**config.mk**
```make
export PLATFORM = sky130hd
export DESIGN_NAME = rtcal_top
export DESIGN_NICKNAME = d
export VERILOG_FILES = /design/src/rtcal_pkg.sv /design/src/rtcal_top.sv /design/src/rtcal_match.sv
export SDC_FILE = /design/constraint.sdc
export NUM_CORES = 1
export LEC_CHECK = 0
export BUFFER_PORTS_ARGS = -buffer_cell sky130_fd_sc_hd__buf_2
export CORE_ASPECT_RATIO = 1.1
export CORE_MARGIN = 3
export CORE_UTILIZATION = 50
export DETAILED_ROUTE_END_ITERATION = 8
export PLACE_DENSITY = 0.75
export SYNTH_ARGS = -nofsm -noshare
export SYNTH_HDL_FRONTEND = slang
export SYNTH_HIERARCHICAL = 1
export SYNTH_SLANG_ARGS = --single-unit
```
**constraint.sdc**
```tcl
create_clock -name clk_in -period 1.8 [get_ports clk_in]
set_input_delay 0.18 -clock clk_in [delete_from_list [all_inputs] [get_ports clk_in]]
set_output_delay 0.18 -clock clk_in [all_outputs]
set_load 0.01 [all_outputs]
```
**src/rtcal_pkg.sv**
```systemverilog
// Constants for the alarm compare block: register offsets, field layout, reset values.
// Assumes one core clock, registers reached over a plain address/strobe port.
// Behaviour
// - All-ones target field matches any time value
// - Weekday target bits 11:8, 1111 every day
// - Event when all live targets equal time
// - Minutes target bits 14:8, reset zero
// - Seconds target bits 6:0, reset zero
// - Hours target bits 4:0, mode dependent range
// - Bit 5 PM flag compared in 12-hour mode
// - Month target bits 12:8, reset zero
// - Date target bits 5:0, reset zero
// - Alarm condition holds every matching second
// - Stop control bit 9 suppresses, resets one
// - Read-only bit 8 shows actually stopped
// - Bit 15 selects binary or BCD coding
// - Bit 14 selects 12-hour or 24-hour mode
`default_nettype none
package rtcal_pkg;
  localparam int ADDR_W = 8;
  localparam int DATA_W = 16;
  localparam logic [7:0] OFS_SEC_MIN = 8'h14;
  localparam logic [7:0] OFS_HOUR_WDAY = 8'h15;
  localparam logic [7:0] OFS_DATE_MONTH = 8'h16;
  localparam logic [7:0] OFS_TIME_CTRL = 8'h17;
  localparam logic [7:0] OFS_INT_STATUS = 8'h18;
  localparam logic [7:0] OFS_INT_MASK = 8'h19;
  // Field positions
  localparam int SEC_LSB = 0;
  localparam int MIN_LSB = 8;
  localparam int HRS_LSB = 0;
  localparam int PM_BIT = 5;
  localparam int WDAY_LSB = 8;
  localparam int DATE_LSB = 0;
  localparam int MONTH_LSB = 8;
  localparam int CODING_BIT = 15;
  localparam int HOUR_MODE_BIT = 14;
  localparam int STOP_CTRL_BIT = 9;
  localparam int STOPPED_STS_BIT = 8;
  localparam int INT_ALARM_BIT = 0;
  // Register masks: writable bits of each register
  localparam logic [15:0] MASK_SEC_MIN = 16'h7f7f;
  localparam logic [15:0] MASK_HOUR_WDAY = 16'h0f3f;
  localparam logic [15:0] MASK_DATE_MONTH = 16'h1f3f;
  localparam logic [15:0] MASK_TIME_CTRL_RW = 16'hc200;
  localparam logic [15:0] MASK_INT = 16'h0001;
  // Reset values
  localparam logic [15:0] RST_SEC_MIN = 16'h0000;
  localparam logic [15:0] RST_HOUR_WDAY = 16'h0000;
  localparam logic [15:0] RST_DATE_MONTH = 16'h0000;
  localparam logic [15:0] RST_TIME_CTRL = 16'h0200;
  localparam logic RST_STOPPED = 1'b1;
  localparam logic [15:0] RST_INT_MASK = 16'h0000;
  // Ignore codes
  localparam logic [6:0] IGN_7 = 7'h7f;
  localparam logic [5:0] IGN_6 = 6'h3f;
  localparam logic [4:0] IGN_5 = 5'h1f;
  localparam logic [3:0] IGN_4 = 4'hf;
endpackage
`default_nettype wire

```
**src/rtcal_top.sv**
```systemverilog
// Alarm compare block: alarm registers, stop handshake, event and interrupt.
// Assumes live time fields and a one-second tick arrive synchronous to clk_in.
//
// The strobed register port is this design's own decision.
`timescale 1ns/1ps
`default_nettype none
module rtcal_top (
  input wire logic clk_in,
  input wire logic reset_n_in,
  input wire logic [7:0] addr_in,
  input wire logic [15:0] wdata_in,
  input wire logic wr_in,
  input wire logic rd_in,
  output logic [15:0] rdata_out,
  input wire logic tick_in,
  input wire logic [6:0] time_sec_in,
  input wire logic [6:0] time_min_in,
  input wire logic [4:0] time_hrs_in,
  input wire logic time_pm_in,
  input wire logic [2:0] time_wday_in,
  input wire logic [5:0] time_date_in,
  input wire logic [4:0] time_month_in,
  output logic coding_bcd_out,
  output logic hour_mode_select_out,
  output logic alarm_active_out,
  output logic alarm_interrupt_event_out,
  output logic irq_out
);
  // Reset release through two flops
  logic rst_meta_ff, rst_sync_ff;
  always_ff @(posedge clk_in or negedge reset_n_in) begin
    if (!reset_n_in) begin
      rst_meta_ff <= 1'b0;
      rst_sync_ff <= 1'b0;
    end else begin
      rst_meta_ff <= 1'b1;
      rst_sync_ff <= rst_meta_ff;
    end
  end
  logic rst_n;
  assign rst_n = rst_sync_ff;

  // Register state
  logic [15:0] sec_min_ff, nxt_sec_min;
  logic [15:0] hour_wday_ff, nxt_hour_wday;
  logic [15:0] date_month_ff, nxt_date_month;
  logic [15:0] time_ctrl_ff, nxt_time_ctrl;
  logic stopped_ff, nxt_stopped;
  logic [15:0] int_status_ff, nxt_int_status;
  logic [15:0] int_mask_ff, nxt_int_mask;
  logic [15:0] rdata_ff, nxt_rdata;
  logic match_prev_ff, nxt_match_prev;
  logic active_ff, nxt_active;
  logic event_ff, nxt_event;
  logic irq_ff, nxt_irq;

  logic match;
  logic rise;
  logic alarm_stop_control;

  function automatic logic hit(input logic [7:0] a, input logic [7:0] ofs);
    hit = (a == ofs);
  endfunction

  rtcal_match u_match (
    .tgt_sec_in(sec_min_ff[rtcal_pkg::SEC_LSB +: 7]),
    .tgt_min_in(sec_min_ff[rtcal_pkg::MIN_LSB +: 7]),
    .tgt_hrs_in(hour_wday_ff[rtcal_pkg::HRS_LSB +: 5]),
    .tgt_pm_in(hour_wday_ff[rtcal_pkg::PM_BIT]),
    .tgt_wday_in(hour_wday_ff[rtcal_pkg::WDAY_LSB +: 4]),
    .tgt_date_in(date_month_ff[rtcal_pkg::DATE_LSB +: 6]),
    .tgt_month_in(date_month_ff[rtcal_pkg::MONTH_LSB +: 5]),
    .time_sec_in(time_sec_in),
    .time_min_in(time_min_in),
    .time_hrs_in(time_hrs_in),
    .time_pm_in(time_pm_in),
    .time_wday_in(time_wday_in),
    .time_date_in(time_date_in),
    .time_month_in(time_month_in),
    .bcd_in(time_ctrl_ff[rtcal_pkg::CODING_BIT]),
    .hour12_in(time_ctrl_ff[rtcal_pkg::HOUR_MODE_BIT]),
    .match_out(match)
  );

  // Register writes and stop handshake
  always_comb begin
    nxt_sec_min = sec_min_ff;
    nxt_hour_wday = hour_wday_ff;
    nxt_date_month = date_month_ff;
    nxt_time_ctrl = time_ctrl_ff;
    nxt_int_mask = int_mask_ff;
    if (wr_in && hit(addr_in, rtcal_pkg::OFS_SEC_MIN)) begin
      nxt_sec_min = wdata_in & rtcal_pkg::MASK_SEC_MIN;
    end
    if (wr_in && hit(addr_in, rtcal_pkg::OFS_HOUR_WDAY)) begin
      nxt_hour_wday = wdata_in & rtcal_pkg::MASK_HOUR_WDAY;
    end
    if (wr_in && hit(addr_in, rtcal_pkg::OFS_DATE_MONTH)) begin
      nxt_date_month = wdata_in & rtcal_pkg::MASK_DATE_MONTH;
    end
    if (wr_in && hit(addr_in, rtcal_pkg::OFS_TIME_CTRL)) begin
      nxt_time_ctrl = wdata_in & rtcal_pkg::MASK_TIME_CTRL_RW;
    end
    if (wr_in && hit(addr_in, rtcal_pkg::OFS_INT_MASK)) begin
      nxt_int_mask = wdata_in & rtcal_pkg::MASK_INT;
    end
  end

  assign alarm_stop_control = time_ctrl_ff[rtcal_pkg::STOP_CTRL_BIT];

  // Stopping takes hold at once so no false alarm slips out; restarting waits for the next
  // second boundary, so the status shows when the circuitry really runs again
  always_comb begin
    nxt_stopped = stopped_ff;
    if (alarm_stop_control) begin
      nxt_stopped = 1'b1;
    end else if (tick_in) begin
      nxt_stopped = 1'b0;
    end
  end

  always_ff @(posedge clk_in or negedge rst_n) begin
    if (!rst_n) begin
      sec_min_ff <= rtcal_pkg::RST_SEC_MIN;
      hour_wday_ff <= rtcal_pkg::RST_HOUR_WDAY;
      date_month_ff <= rtcal_pkg::RST_DATE_MONTH;
      time_ctrl_ff <= rtcal_pkg::RST_TIME_CTRL;
      int_mask_ff <= rtcal_pkg::RST_INT_MASK;
      stopped_ff <= rtcal_pkg::RST_STOPPED;
    end else begin
      sec_min_ff <= nxt_sec_min;
      hour_wday_ff <= nxt_hour_wday;
      date_month_ff <= nxt_date_month;
      time_ctrl_ff <= nxt_time_ctrl;
      int_mask_ff <= nxt_int_mask;
      stopped_ff <= nxt_stopped;
    end
  end

  // Alarm condition, edge event, sticky status and interrupt
  assign rise = match && !match_prev_ff && !stopped_ff;

  always_comb begin
    nxt_match_prev = match && !stopped_ff;
    nxt_active = match && !stopped_ff;
    nxt_event = rise;
    nxt_int_status = int_status_ff;
    if (wr_in && hit(addr_in, rtcal_pkg::OFS_INT_STATUS)) begin
      nxt_int_status = int_status_ff & ~(wdata_in & rtcal_pkg::MASK_INT);
    end
    // Set after clear so an event in the clearing cycle is kept
    if (rise) begin
      nxt_int_status[rtcal_pkg::INT_ALARM_BIT] = 1'b1;
    end
    nxt_irq = |(nxt_int_status & int_mask_ff);
  end

  always_ff @(posedge clk_in or negedge rst_n) begin
    if (!rst_n) begin
      match_prev_ff <= 1'b0;
      active_ff <= 1'b0;
      event_ff <= 1'b0;
      int_status_ff <= 16'h0000;
      irq_ff <= 1'b0;
    end else begin
      match_prev_ff <= nxt_match_prev;
      active_ff <= nxt_active;
      event_ff <= nxt_event;
      int_status_ff <= nxt_int_status;
      irq_ff <= nxt_irq;
    end
  end

  // Read path: data one cycle after the strobe, zero elsewhere
  always_comb begin
    nxt_rdata = 16'h0000;
    if (rd_in) begin
      unique case (addr_in)
        rtcal_pkg::OFS_SEC_MIN: begin
          nxt_rdata = sec_min_ff;
        end
        rtcal_pkg::OFS_HOUR_WDAY: begin
          nxt_rdata = hour_wday_ff;
        end
        rtcal_pkg::OFS_DATE_MONTH: begin
          nxt_rdata = date_month_ff;
        end
        rtcal_pkg::OFS_TIME_CTRL: begin
          nxt_rdata = time_ctrl_ff;
          nxt_rdata[rtcal_pkg::STOPPED_STS_BIT] = stopped_ff;
        end
        rtcal_pkg::OFS_INT_STATUS: begin
          nxt_rdata = int_status_ff;
        end
        rtcal_pkg::OFS_INT_MASK: begin
          nxt_rdata = int_mask_ff;
        end
        default: begin
          nxt_rdata = 16'h0000;
        end
      endcase
    end
  end

  always_ff @(posedge clk_in or negedge rst_n) begin
    if (!rst_n) begin
      rdata_ff <= 16'h0000;
    end else begin
      rdata_ff <= nxt_rdata;
    end
  end

  assign rdata_out = rdata_ff;
  assign coding_bcd_out = time_ctrl_ff[rtcal_pkg::CODING_BIT];
  assign hour_mode_select_out = time_ctrl_ff[rtcal_pkg::HOUR_MODE_BIT];
  assign alarm_active_out = active_ff;
  assign alarm_interrupt_event_out = event_ff;
  assign irq_out = irq_ff;
endmodule
`default_nettype wire

```
**src/rtcal_match.sv**
```systemverilog
// Combinational compare of alarm targets against the live time.
// Assumes both sides use the same coding and hour mode.
`timescale 1ns/1ps
`default_nettype none
module rtcal_match (
  input wire logic [6:0] tgt_sec_in,
  input wire logic [6:0] tgt_min_in,
  input wire logic [4:0] tgt_hrs_in,
  input wire logic tgt_pm_in,
  input wire logic [3:0] tgt_wday_in,
  input wire logic [5:0] tgt_date_in,
  input wire logic [4:0] tgt_month_in,
  input wire logic [6:0] time_sec_in,
  input wire logic [6:0] time_min_in,
  input wire logic [4:0] time_hrs_in,
  input wire logic time_pm_in,
  input wire logic [2:0] time_wday_in,
  input wire logic [5:0] time_date_in,
  input wire logic [4:0] time_month_in,
  input wire logic bcd_in,
  input wire logic hour12_in,
  output logic match_out
);
  // BCD to binary on a seven-bit field; identity in binary coding
  function automatic logic [6:0] to_bin(input logic [6:0] v, input logic bcd);
    logic [6:0] tens;
    tens = {4'h0, v[6:4]};
    if (bcd) begin
      to_bin = 7'((tens << 3) + (tens << 1) + {3'h0, v[3:0]});
    end else begin
      to_bin = v;
    end
  endfunction

  logic sec_ok, min_ok, hrs_ok, wday_ok, date_ok, month_ok;

  always_comb begin
    sec_ok = (tgt_sec_in == rtcal_pkg::IGN_7) ||
             (to_bin(tgt_sec_in, bcd_in) == to_bin(time_sec_in, bcd_in));
    min_ok = (tgt_min_in == rtcal_pkg::IGN_7) ||
             (to_bin(tgt_min_in, bcd_in) == to_bin(time_min_in, bcd_in));
    hrs_ok = (tgt_hrs_in == rtcal_pkg::IGN_5) ||
             ((to_bin({2'h0, tgt_hrs_in}, bcd_in) == to_bin({2'h0, time_hrs_in}, bcd_in)) &&
              (!hour12_in || (tgt_pm_in == time_pm_in)));
    wday_ok = (tgt_wday_in == rtcal_pkg::IGN_4) || (tgt_wday_in == {1'b0, time_wday_in});
    date_ok = (tgt_date_in == rtcal_pkg::IGN_6) ||
              (to_bin({1'b0, tgt_date_in}, bcd_in) == to_bin({1'b0, time_date_in}, bcd_in));
    month_ok = (tgt_month_in == rtcal_pkg::IGN_5) ||
               (to_bin({2'h0, tgt_month_in}, bcd_in) == to_bin({2'h0, time_month_in}, bcd_in));
    match_out = sec_ok && min_ok && hrs_ok && wday_ok && date_ok && month_ok;
  end
endmodule
`default_nettype wire

```
**Word-level counts from Yosys, hierarchy flattened**

Cells that the tools add are included.

- Add/subtract/negate cells: 20
- Equality and inequality tests: 19
- Multiplexer cells: 16
- Bitwise operators: 3
- Reductions and logical operators: 27

Operators with widths:

| cell | number |
|---|---|
| $pmux W16 S6 | 1 |
| $add A7 B4 Y7 | 9 |
| $mux W7 | 9 |
| $eq A8 B5 Y1 const B | 6 |
| $eq A7 B7 Y1 | 5 |
| $mux W16 | 2 |
| $add A6 B4 Y7 | 4 |
| $add A4 B2 Y5 | 4 |
| $and A16 B1 Y16 | 1 |
| $and A16 B16 Y16 | 1 |
| $not A1 Y16 | 1 |
| $reduce_or A16 Y1 | 1 |
| $logic_and A1 B1 Y1 | 15 |
| $eq A7 B7 Y1 const B | 2 |
| $add A5 B3 Y6 | 2 |
| $eq A5 B5 Y1 const B | 2 |
| $logic_or A1 B1 Y1 | 7 |
| $add A5 B4 Y6 | 1 |
| $eq A6 B6 Y1 const B | 1 |
| $mux W6 | 1 |
| $eq A4 B3 Y1 | 1 |
| $eq A4 B4 Y1 const B | 1 |
| $logic_not A1 Y1 | 3 |
| $mux W1 | 3 |
| 2 further kinds | 2 |

- Bits in registers: 77
- Input bits: 63

**Logic depth before layout (Yosys ltp)**

Gate-level depths: netlist (run 1).

- Word-level depth: 15
- Mapped depth: 13

**Cells and area by module**

The synthesis (run 1) kept the hierarchy.

Modules (own cells, without submodules):

| module | times used | cells an instance | area each (sq um) |
|---|---|---|---|
| rtcal_top | 1 | 180 | 2,516.2 |
| rtcal_match | 1 | 212 | 1,851.8 |

**Least setup slack after synthesis (run 1)**

No wires, ideal clock.

- Path kind: reg-to-reg
- Start: reg sec_min_ff[3]
- End: reg irq_ff, in the netlist irq_out
- Library setup time: 66 ps
- Arrival time: 2,920 ps
- Required time: 1,734 ps
- Path slack: -1,185 ps
- Cell stages (with the launch flop): 13
- Clock period less this slack: 2,985 ps
- Path through: dfrtp_1 -> fa_1 -> ha_1 -> a21o_1 -> a21oi_1 -> xnor3_1 -> nor4_1 -> o22ai_1 -> nor4_2 -> nor2b_1 -> nor2b_1 -> a21o_1 -> and2_1

- Cells in the longest elaborated chain, start to end: 14

Ends and longest elaborated chain:

| element | RTL line | source |
|---|---|---|
| start, declared | rtcal_top.sv:44 | `logic [15:0] sec_min_ff, nxt_sec_min;` |
| start signal, assigned | rtcal_top.sv:124 | `sec_min_ff <= rtcal_pkg::RST_SEC_MIN;` |
| start signal, assigned | rtcal_top.sv:131 | `sec_min_ff <= nxt_sec_min;` |
| $add A7 B4 Y7 | rtcal_match.sv:29 | `to_bin = 7'((tens << 3) + (tens << 1) + {3'h0, v[3:0]});` |
| $mux W7 | rtcal_match.sv:28 | `if (bcd) begin` |
| $eq A7 B7 Y1 | rtcal_match.sv:39 | `(to_bin(tgt_sec_in, bcd_in) == to_bin(time_sec_in, bcd_in));` |
| $logic_or A1 B1 Y1 (*) | rtcal_match.sv:38 | `sec_ok = (tgt_sec_in == rtcal_pkg::IGN_7) \|\|` |
| $logic_and A1 B1 Y1 (*) (5 in series) | rtcal_match.sv:50 | `match_out = sec_ok && min_ok && hrs_ok && wday_ok && date_ok && month_ok;` |
| net match | rtcal_top.sv:57 | `logic match;` |
| $logic_and A1 B1 Y1 (*) (2 in series) | rtcal_top.sv:141 | `assign rise = match && !match_prev_ff && !stopped_ff;` |
| net nxt_event | rtcal_top.sv:54 | `logic event_ff, nxt_event;` |
| $mux W1 (*) | rtcal_top.sv:152 | `if (rise) begin` |
| net nxt_int_status[0] | rtcal_top.sv:49 | `logic [15:0] int_status_ff, nxt_int_status;` |
| $and A16 B1 Y16 (*) | rtcal_top.sv:155 | `nxt_irq = \|(nxt_int_status & int_mask_ff);` |
| $reduce_or A16 Y1 (*) | rtcal_top.sv:155 |  |
| net nxt_irq | rtcal_top.sv:55 | `logic irq_ff, nxt_irq;` |
| end signal, assigned | rtcal_top.sv:170 | `irq_ff <= nxt_irq;` |
| end, declared | rtcal_top.sv:55 |  |

Mark *: on every way through the listed nets, which the timed path passes. The rest lies on a longest branch.
A chain may end at the register's enable or synchronous reset.

**Worst setup path in the final report (run 1)**

- Start: reg sec_min_ff[6]
- End: reg irq_ff, in the netlist irq_out

- Cells in the longest elaborated chain, start to end: 15

Ends and longest elaborated chain:

| element | RTL line |
|---|---|
| $add A6 B4 Y7 | rtcal_match.sv:29 |
| $add A7 B4 Y7 | rtcal_match.sv:29 |
| $mux W7 | rtcal_match.sv:28 |
| $eq A7 B7 Y1 | rtcal_match.sv:39 |
| $logic_or A1 B1 Y1 (*) | rtcal_match.sv:38 |
| $logic_and A1 B1 Y1 (*) (5 in series) | rtcal_match.sv:50 |
| net match | rtcal_top.sv:57 |
| $logic_and A1 B1 Y1 (*) (2 in series) | rtcal_top.sv:141 |
| net nxt_event | rtcal_top.sv:54 |
| $mux W1 (*) | rtcal_top.sv:152 |
| net nxt_int_status[0] | rtcal_top.sv:49 |
| $and A16 B1 Y16 (*) | rtcal_top.sv:155 |
| $reduce_or A16 Y1 (*) | rtcal_top.sv:155 |
| net nxt_irq | rtcal_top.sv:55 |

Marked as above.

==> results of run 1 <==
[layer usage]
metal,global-route usage,up-vias,part of all wire
met2,0.403,127,0.50
met3,0.0268,38,0.048
met4,0.122,0,0.036
met1,0.315,1796,0.42
met5,0,-,0
li1,-,1738,-
[registers in the layout, summed over array words and instances, names as in the netlist]
name,flops
int_status_ff,1
stopped_ff,1
alarm_active_out,1
int_mask_ff,1
hour_wday_ff,10
alarm_interrupt_event_out,1
time_ctrl_ff,3
rst_n,1
date_month_ff,11
irq_out,1
rdata_out,15
rst_meta_ff,1
sec_min_ff,14
[logic make-up (layout without fill, tap and decap cells)]
family | count (synthesis) | count (layout)
AO/OA/AOI/OAI | 51 | 51
XOR/XNOR | 67 | 67
adder cells (fa/ha/maj) | 48 | 48
buffers and inverters | 31 | 207
flip-flops | 61 | 61
multiplexers | 51 | 51
other | 2 | 2
AND/OR/NAND/NOR | 81 | 81
[cells in the final DEF (no fill, tap or decap), drive strengths merged, types with 4 or more instances in the layout]
master	Yosys	layout
a21o	8	8
a21oi	16	16
a31oi	12	12
buf	9	172
clkbuf	3	11
dfrtp	59	59
fa	10	10
ha	38	38
inv	19	19
mux2	39	39
mux2i	10	10
nand2	11	11
nand3	8	8
nand4	5	5
nor2	19	19
nor2b	6	6
nor3	12	12
nor4b	4	4
xnor2	33	33
xor2	32	32
[through the flow]
step | cell area, um^2 | util | instances
2_1_floorplan | 4400 | - | 392
3_3_place_gp | 5540 | 0.655 | 660
3_5_place_dp | 5540 | 0.655 | 660
4_1_cts | 5830 | 0.690 | 678
5_1_grt | 5880 | 0.696 | 679
6_report | 5880 | 0.696 | 679
[cells in the mapped netlist (2+ instances only)]
master    count
o22ai_1       2
a21o_1        8
nor2b_1       6
nand3b_1      2
a22oi_1       2
nand3_1       8
ha_1         38
nor3_1       11
conb_1        2
o21ai_0       2
mux4_2        2
nand2_1      10
nor4b_1       3
clkbuf_1      2
and3_1        2
xor2_1       32
buf_2         4
and4_1        2
buf_6         3
xnor3_1       2
a311oi_1      3
buf_4         2
inv_1        19
mux2i_1      10
nand4_1       5
a21oi_1      15
dfstp_2       2
dfrtp_1      59
nor4_1        2
xnor2_1      33
nor2_1       19
o31ai_1       3
mux2_2       39
nand2b_1      2
a31oi_1      12
fa_1         10
[where the power goes]
| group | total (mW) | internal [mW] | switching [mW] |
|---|---|---|---|
| combinational | 0.899 | 0.464 | 0.434 |
| sequential | 1.46 | 1.42 | 0.0449 |
| clock | 1.52 | 0.985 | 0.533 |
| total | 3.88 | 2.87 | 1.01 |
[critical path: stages, from the launching register on]
cell     delay (ps)
dfrtp_1         400
fa_1            540
fa_2            400
xnor2_2         150
xnor2_1         200
a22oi_1         110
o31ai_1         220
nand2_1         120
nor4_4          330
nor2b_2         200
nor2b_4         150
a21o_1          100
and2_1          110
[path summary, 6_finish.rpt]
kind / startpoint / endpoint / slack [ps] / cells past startpoint
worst max-delay path: sec_min_ff[6] / irq_out / -1280 / 12
min in group asynchronous: reset_n_in / rst_n / 140 / 2
worst min register to register: rst_n / irq_out / 260 / 0
worst max register to register: sec_min_ff[6] / irq_out / -1280 / 12
max in group asynchronous: rst_n / sec_min_ff[12] / 970 / 1
worst min-delay path: wdata_in[6] / sec_min_ff[6] / 70 / 2
[cell type report]
| type | instances | area [um^2] |
|---|---|---|
| flip-flops and latches | 61 | 1530 |
| inverters | 19 | 71.3 |
| well taps | 111 | 139 |
| fillers | 636 | 2570 |
| repair buffers | 173 | 1110 |
| clock buffers | 11 | 151 |
| multi-input cells | 300 | 2780 |
| clock inverters | 4 | 95.1 |
[what timing repair did]
action,in CTS,in global routing
endpoints found under the hold margin,2,0
buffers inserted,2,1
resized for setup,4,10
hold buffers,1,0
setup endpoints to repair,4,4
cloned,0,0
pin swaps,9,9
==> impl_metrics.yaml, run 1 <==
sta:
  tightest_slew_ps: 750
  whs_ps: 68.7
  fin_crit_sh: 1.71
  relSlewSlack: 0.499
  skew_ps: 4.93
  tns_ps: -4560
  hold_viol_final: 0
  rsz0062_at_grt: "yes"
  slew_violations: 0
  min_period_ps: 3080
  max_freq_mhz: 324
  finalSetupViolations: 4
  fin_ws_ps: -1280
synth:
  ys_top_cells_by_area: "dfrtp_1 (34%), ha_1 (11%), mux2_2 (10%), xnor2_1 (6.6%), xor2_1 (6.4%)"
  synth_top_family_by_area: "adder cells"
  synth_top_cell_area_share: 0.338
  synth_compound_area_frac: 0.0765
  synth_adder_area_share: 0.155
  synthCells: 392
  synth-seq-cells: 61
  synth_fp_nets: 503
  synth_flop_cell: "dfrtp_1"
  synth_area_per_cell_um2: 11.1
  synth-simple-area-share: 0.108
  synth_edf_count: 0
  synth.area.mux_share: 0.134
  async_flop_share: 1.00
  synth_top_cell_by_area: "dfrtp_1"
  synthDistinctLibCells: 50
  ys.warnings.count: 6
  ys_seq_area_frac: 0.350
  synth_area_um2: 4370
  synth-xor-area-share: 0.141
clock_network:
  clock_latency_ps: 340
  clk_pin_slew_ps: 70
  htree_levels: 3
  root_buffer: "clkbuf_8"
  clock_path_buffers: 2
  clock_sinks: 61
  cts_made_buffers: 9
  cts_tree: "yes"
layout:
  antenna_cells: 0
  area_delta_synth_final_pct: 34.6
  layout-drive-gt1-share: 0.451
  layout.nets: 675
global_routing:
  grt_pass1_wl_um: 18800
  overflow: 0
  antenna_found_initial: 0
  grt_pass1_vias: 3905
  grt_use_total: 0.245
  grt_max_degree: 37
power:
  report.power.total_mw: 3.88
  ir_worst_vdd_mv: 0.797
  p_leak_nw: 3.11
  power_density_nw_per_um2: 660
run_status:
  violations: "negative setup slack"
  status: "finished, violations left"
detailed_routing:
  vias_per_cell: 5.45
  drt_first_pass_iters: 4
  drc: 0
  wl_um: 11700
  drtAntennaViolNets: 0
  drt_iter0_drc: 185
  vias: 3699
  post_drt_wl_per_cell_um: 17.2
setup_path:
  path_class: "reg2reg"
  cp_data_arrival_time_ps: 3370
  path_max_fanout: 2
  required_ps: 2090
  endpoint_kind: "register"
  startpoint_type: "register"
floorplan:
  initial_utilization: 0.517
  die_w_um: 95.1
  die_h_um: 104
  die_area_um2: 9890
  rows: 35
  core_um2: 8450
  io_pins: 84
placement:
  pre_cts_ws_ps: -1610
  port_buffers: 81
  hpwl_um: 9180
  gp_congestion: 0.871
run:
  drv_cap: 0
hold_path:
  hp-class: "in2reg"
Power figures use the tool's default switching activity.
==> inputs of run 2 (changes only) <==
--- a/config.mk
+++ b/config.mk
@@ -13,5 +13,4 @@
 export PLACE_DENSITY = 0.75
 export SYNTH_ARGS = -nofsm -noshare
 export SYNTH_HDL_FRONTEND = slang
-export SYNTH_HIERARCHICAL = 1
 export SYNTH_SLANG_ARGS = --single-unit
==> run 2 against run 1 <==
  * The flow still finishes with violations (negative setup slack)
  * Final cell count fell by 2.2%
  * First-iteration DRC count is 16% lower
  * Sequential share of layout area rose by 0.14 points
  * Critical path depth decreased by 4
  * Power down 1.9%
  * Die area up 1.3%
  * Critical path type unchanged
  * Largest cell class unchanged
  * Largest power group unchanged
==> impl_metrics.yaml, run 2 <==
run_status:
  status: "finished, violations left"
  violations: "negative setup slack"
clock_network:
  clock_sinks: 61
  root_buffer: "clkbuf_8"
  htree_levels: 3
  clock_path_buffers: 2
  cts_tree: "yes"
  clk_pin_slew_ps: 70
  clock_latency_ps: 350
  cts_made_buffers: 9
detailed_routing:
  wl_met3_um: 507
  drt_iter0_drc: 155
  vias: 3620
  drc: 0
  wl_met1_um: 4450
  wl_met2_um: 6140
  drtAntennaViolNets: 0
  post_drt_wl_per_cell_um: 17.3
  drt_first_pass_iters: 4
  maxUsedRoutingLayer: "met4"
  vias_per_cell: 5.45
  wl_um: 11500
floorplan:
  initial_utilization: 0.521
  rows: 35
  io_pins: 84
  core_um2: 8500
  die_h_um: 105
  die_area_um2: 10000
  die_w_um: 95.7
setup_path:
  path_class: "reg2reg"
  cp_data_arrival_time_ps: 2880
  r2r-start: "sec_min_ff[14]"
  startpoint_type: "register"
  required_ps: 2040
  reg2regPathDepth: 8
  r2r_setup_slack_ps: -840
  path_max_fanout: 4
  endpoint_kind: "register"
  crit_start: "sec_min_ff[14]"
  reg2reg_to: "irq_out"
  critPathCapture: "irq_out"
global_routing:
  grt_max_degree: 37
  grt_pass1_vias: 3994
  overflow: 0
  grt_pass1_wl_um: 19000
  antenna_found_initial: 0
  grt_use_total: 0.246
layout:
  largest_reg_flops: 15
  antenna_cells: 0
  area_delta_synth_final_pct: 32.0
  layout_commonest_cell: "buf_2"
  final_cell_mix: "buf_2 (81), buf_4 (77), dfrtp_1 (58)"
  final_cells: 664
  layout-drive-gt1-share: 0.439
  layout.nets: 659
power:
  power_density_nw_per_um2: 651
  power_switching_mw: 0.967
  netSwitchingFraction: 0.254
  ir_worst_vdd_mv: 0.575
  p_int_mw: 2.84
  seqPwrFrac: 0.387
  pwr-share-comb: 0.225
  p_leak_nw: 3.15
  clkPwrFrac: 0.387
placement:
  dp.cells: 645
  hpwl_um: 9270
  gp_congestion: 0.897
  port_buffers: 81
synth:
  ys.warnings.count: 0
  synth_flop_cell: "dfrtp_1"
  synth_area_um2: 4430
  ys_top_cells_by_area: "dfrtp_1 (33%), ha_1 (11%), mux2_4 (6.8%), xnor2_1 (6.3%), xor2_1 (6.1%)"
  synth_edf_count: 0
  synth_top_cell_area_share: 0.333
  yosysMostFrequentCell: "dfrtp_1"
  async_flop_share: 1.00
  synth_area_per_cell_um2: 11.4
  ys_seq_area_frac: 0.345
  synthDistinctLibCells: 50
  synthCells: 387
  synth-seq-cells: 61
  synth_fp_nets: 498
  ys_top_cells_by_count: "dfrtp_1 (59), ha_1 (38), xnor2_1 (32), xor2_1 (31), nor2_1 (22)"
  synth_top_cell_by_area: "dfrtp_1"
sta:
  min_period_ps: 2640
  tightest_slew_ps: 552
  tns_ps: -3130
  hold_viol_final: 0
  fin_crit_sh: 1.47
  finalSetupViolations: 4
  whs_ps: 74.6
  fin_ws_ps: -842
  slew_violations: 0
  skew_ps: 9.92
  max_freq_mhz: 378
  rsz0062_at_grt: "yes"
  relSlewSlack: 0.632
hold_path:
  hp-class: "in2reg"
run:
  drv_cap: 0
[run 2: cell count changes in the layout (fill, tap and decap cells not counted), sizes merged, moves of 4 or more]
cell | previous run | this run
nand3 | 8 | 13
inv | 19 | 13
o31a | 0 | 5
buf | 172 | 160
a31oi | 12 | 6
and2 | 1 | 5
[run 2: per-stage QoR]
stage | setup slack (ps) | area, um^2 | util | total power [mW]
floorplan | -814 | 4460 | - | 1.98
global placement | -849 | 5510 | 0.648 | 2.29
detailed placement | -977 | 5510 | 0.648 | 2.32
CTS | -897 | 5820 | 0.686 | 3.82
global route | -943 | 5850 | 0.688 | 3.98
finish | -842 | 5850 | 0.688 | 3.81
[run 2: worst min-delay path by stage]
| stage | start | end | cells after the start |
|---|---|---|---|
| after CTS | wdata_in[15] | time_ctrl_ff[15] | 2 |
| after detailed placement | reset_n_in | rst_meta_ff | 1 |
| final | wdata_in[15] | time_ctrl_ff[15] | 2 |
| after global placement | reset_n_in | rst_meta_ff | 1 |
| after floorplan | reset_n_in | rst_meta_ff | 0 |
| after global routing | wdata_in[15] | time_ctrl_ff[15] | 2 |
[run 2: final cells by class]
type / count / area [um^2]
Clock buffer: 12 / 145
Clock inverter: 4 / 95.1
Fill cell: 648 / 2650
Inverter: 13 / 48.8
Multi-Input combinational cell: 302 / 2870
Sequential cell: 61 / 1530
Tap cell: 111 / 139
Timing Repair Buffer: 161 / 1020
[run 2: repair_timing]
item                                   CTS  global route
hold buffers                             1             0
setup endpoints to repair                4             4
pin swaps                               14             6
buffers inserted                         2             0
endpoints found under the hold margin    2             0
resized for setup                       12             5
[run 2: power groups by stage]
| stage | registers, mW | clock network [mW] | logic, mW |
|---|---|---|---|
| global placement | 1.49 | 0 | 0.792 |
| floorplan | 1.51 | 0 | 0.468 |
| finish | 1.47 | 1.48 | 0.858 |
| global route | 1.48 | 1.56 | 0.944 |
| detailed placement | 1.50 | 0 | 0.824 |
| CTS | 1.48 | 1.50 | 0.848 |
[run 2: routing by layer]
layer  GRT usage  up-vias
met2       0.445      110
met4      0.0894        0
met3      0.0432       33
li1            -     1708
met5           0        -
met1       0.282     1769
[run 2: critical path, stage by stage, from the launching register on]
cell and delay [ps]:
dfrtp_1 410, fa_1 540, fa_2 430, and2_4 160, o31a_1 240, xor2_1 150, nor3_2 180, o2111ai_2 180
o41ai_2 250
[run 2: kinds of logic (layout without fill, tap and decap cells)]
family / count (synthesis) / count (layout) / share of synthesized area
AND/OR/NAND/NOR: 80 / 80 / 0.0989
AO/OA/AOI/OAI: 55 / 55 / 0.0839
XOR/XNOR: 66 / 66 / 0.140
buffers and inverters: 24 / 190 / 0.0288
adder cells (fa/ha/maj): 48 / 48 / 0.153
flip-flops: 61 / 61 / 0.345
other: 2 / 2 / 0.00170
multiplexers: 51 / 51 / 0.149
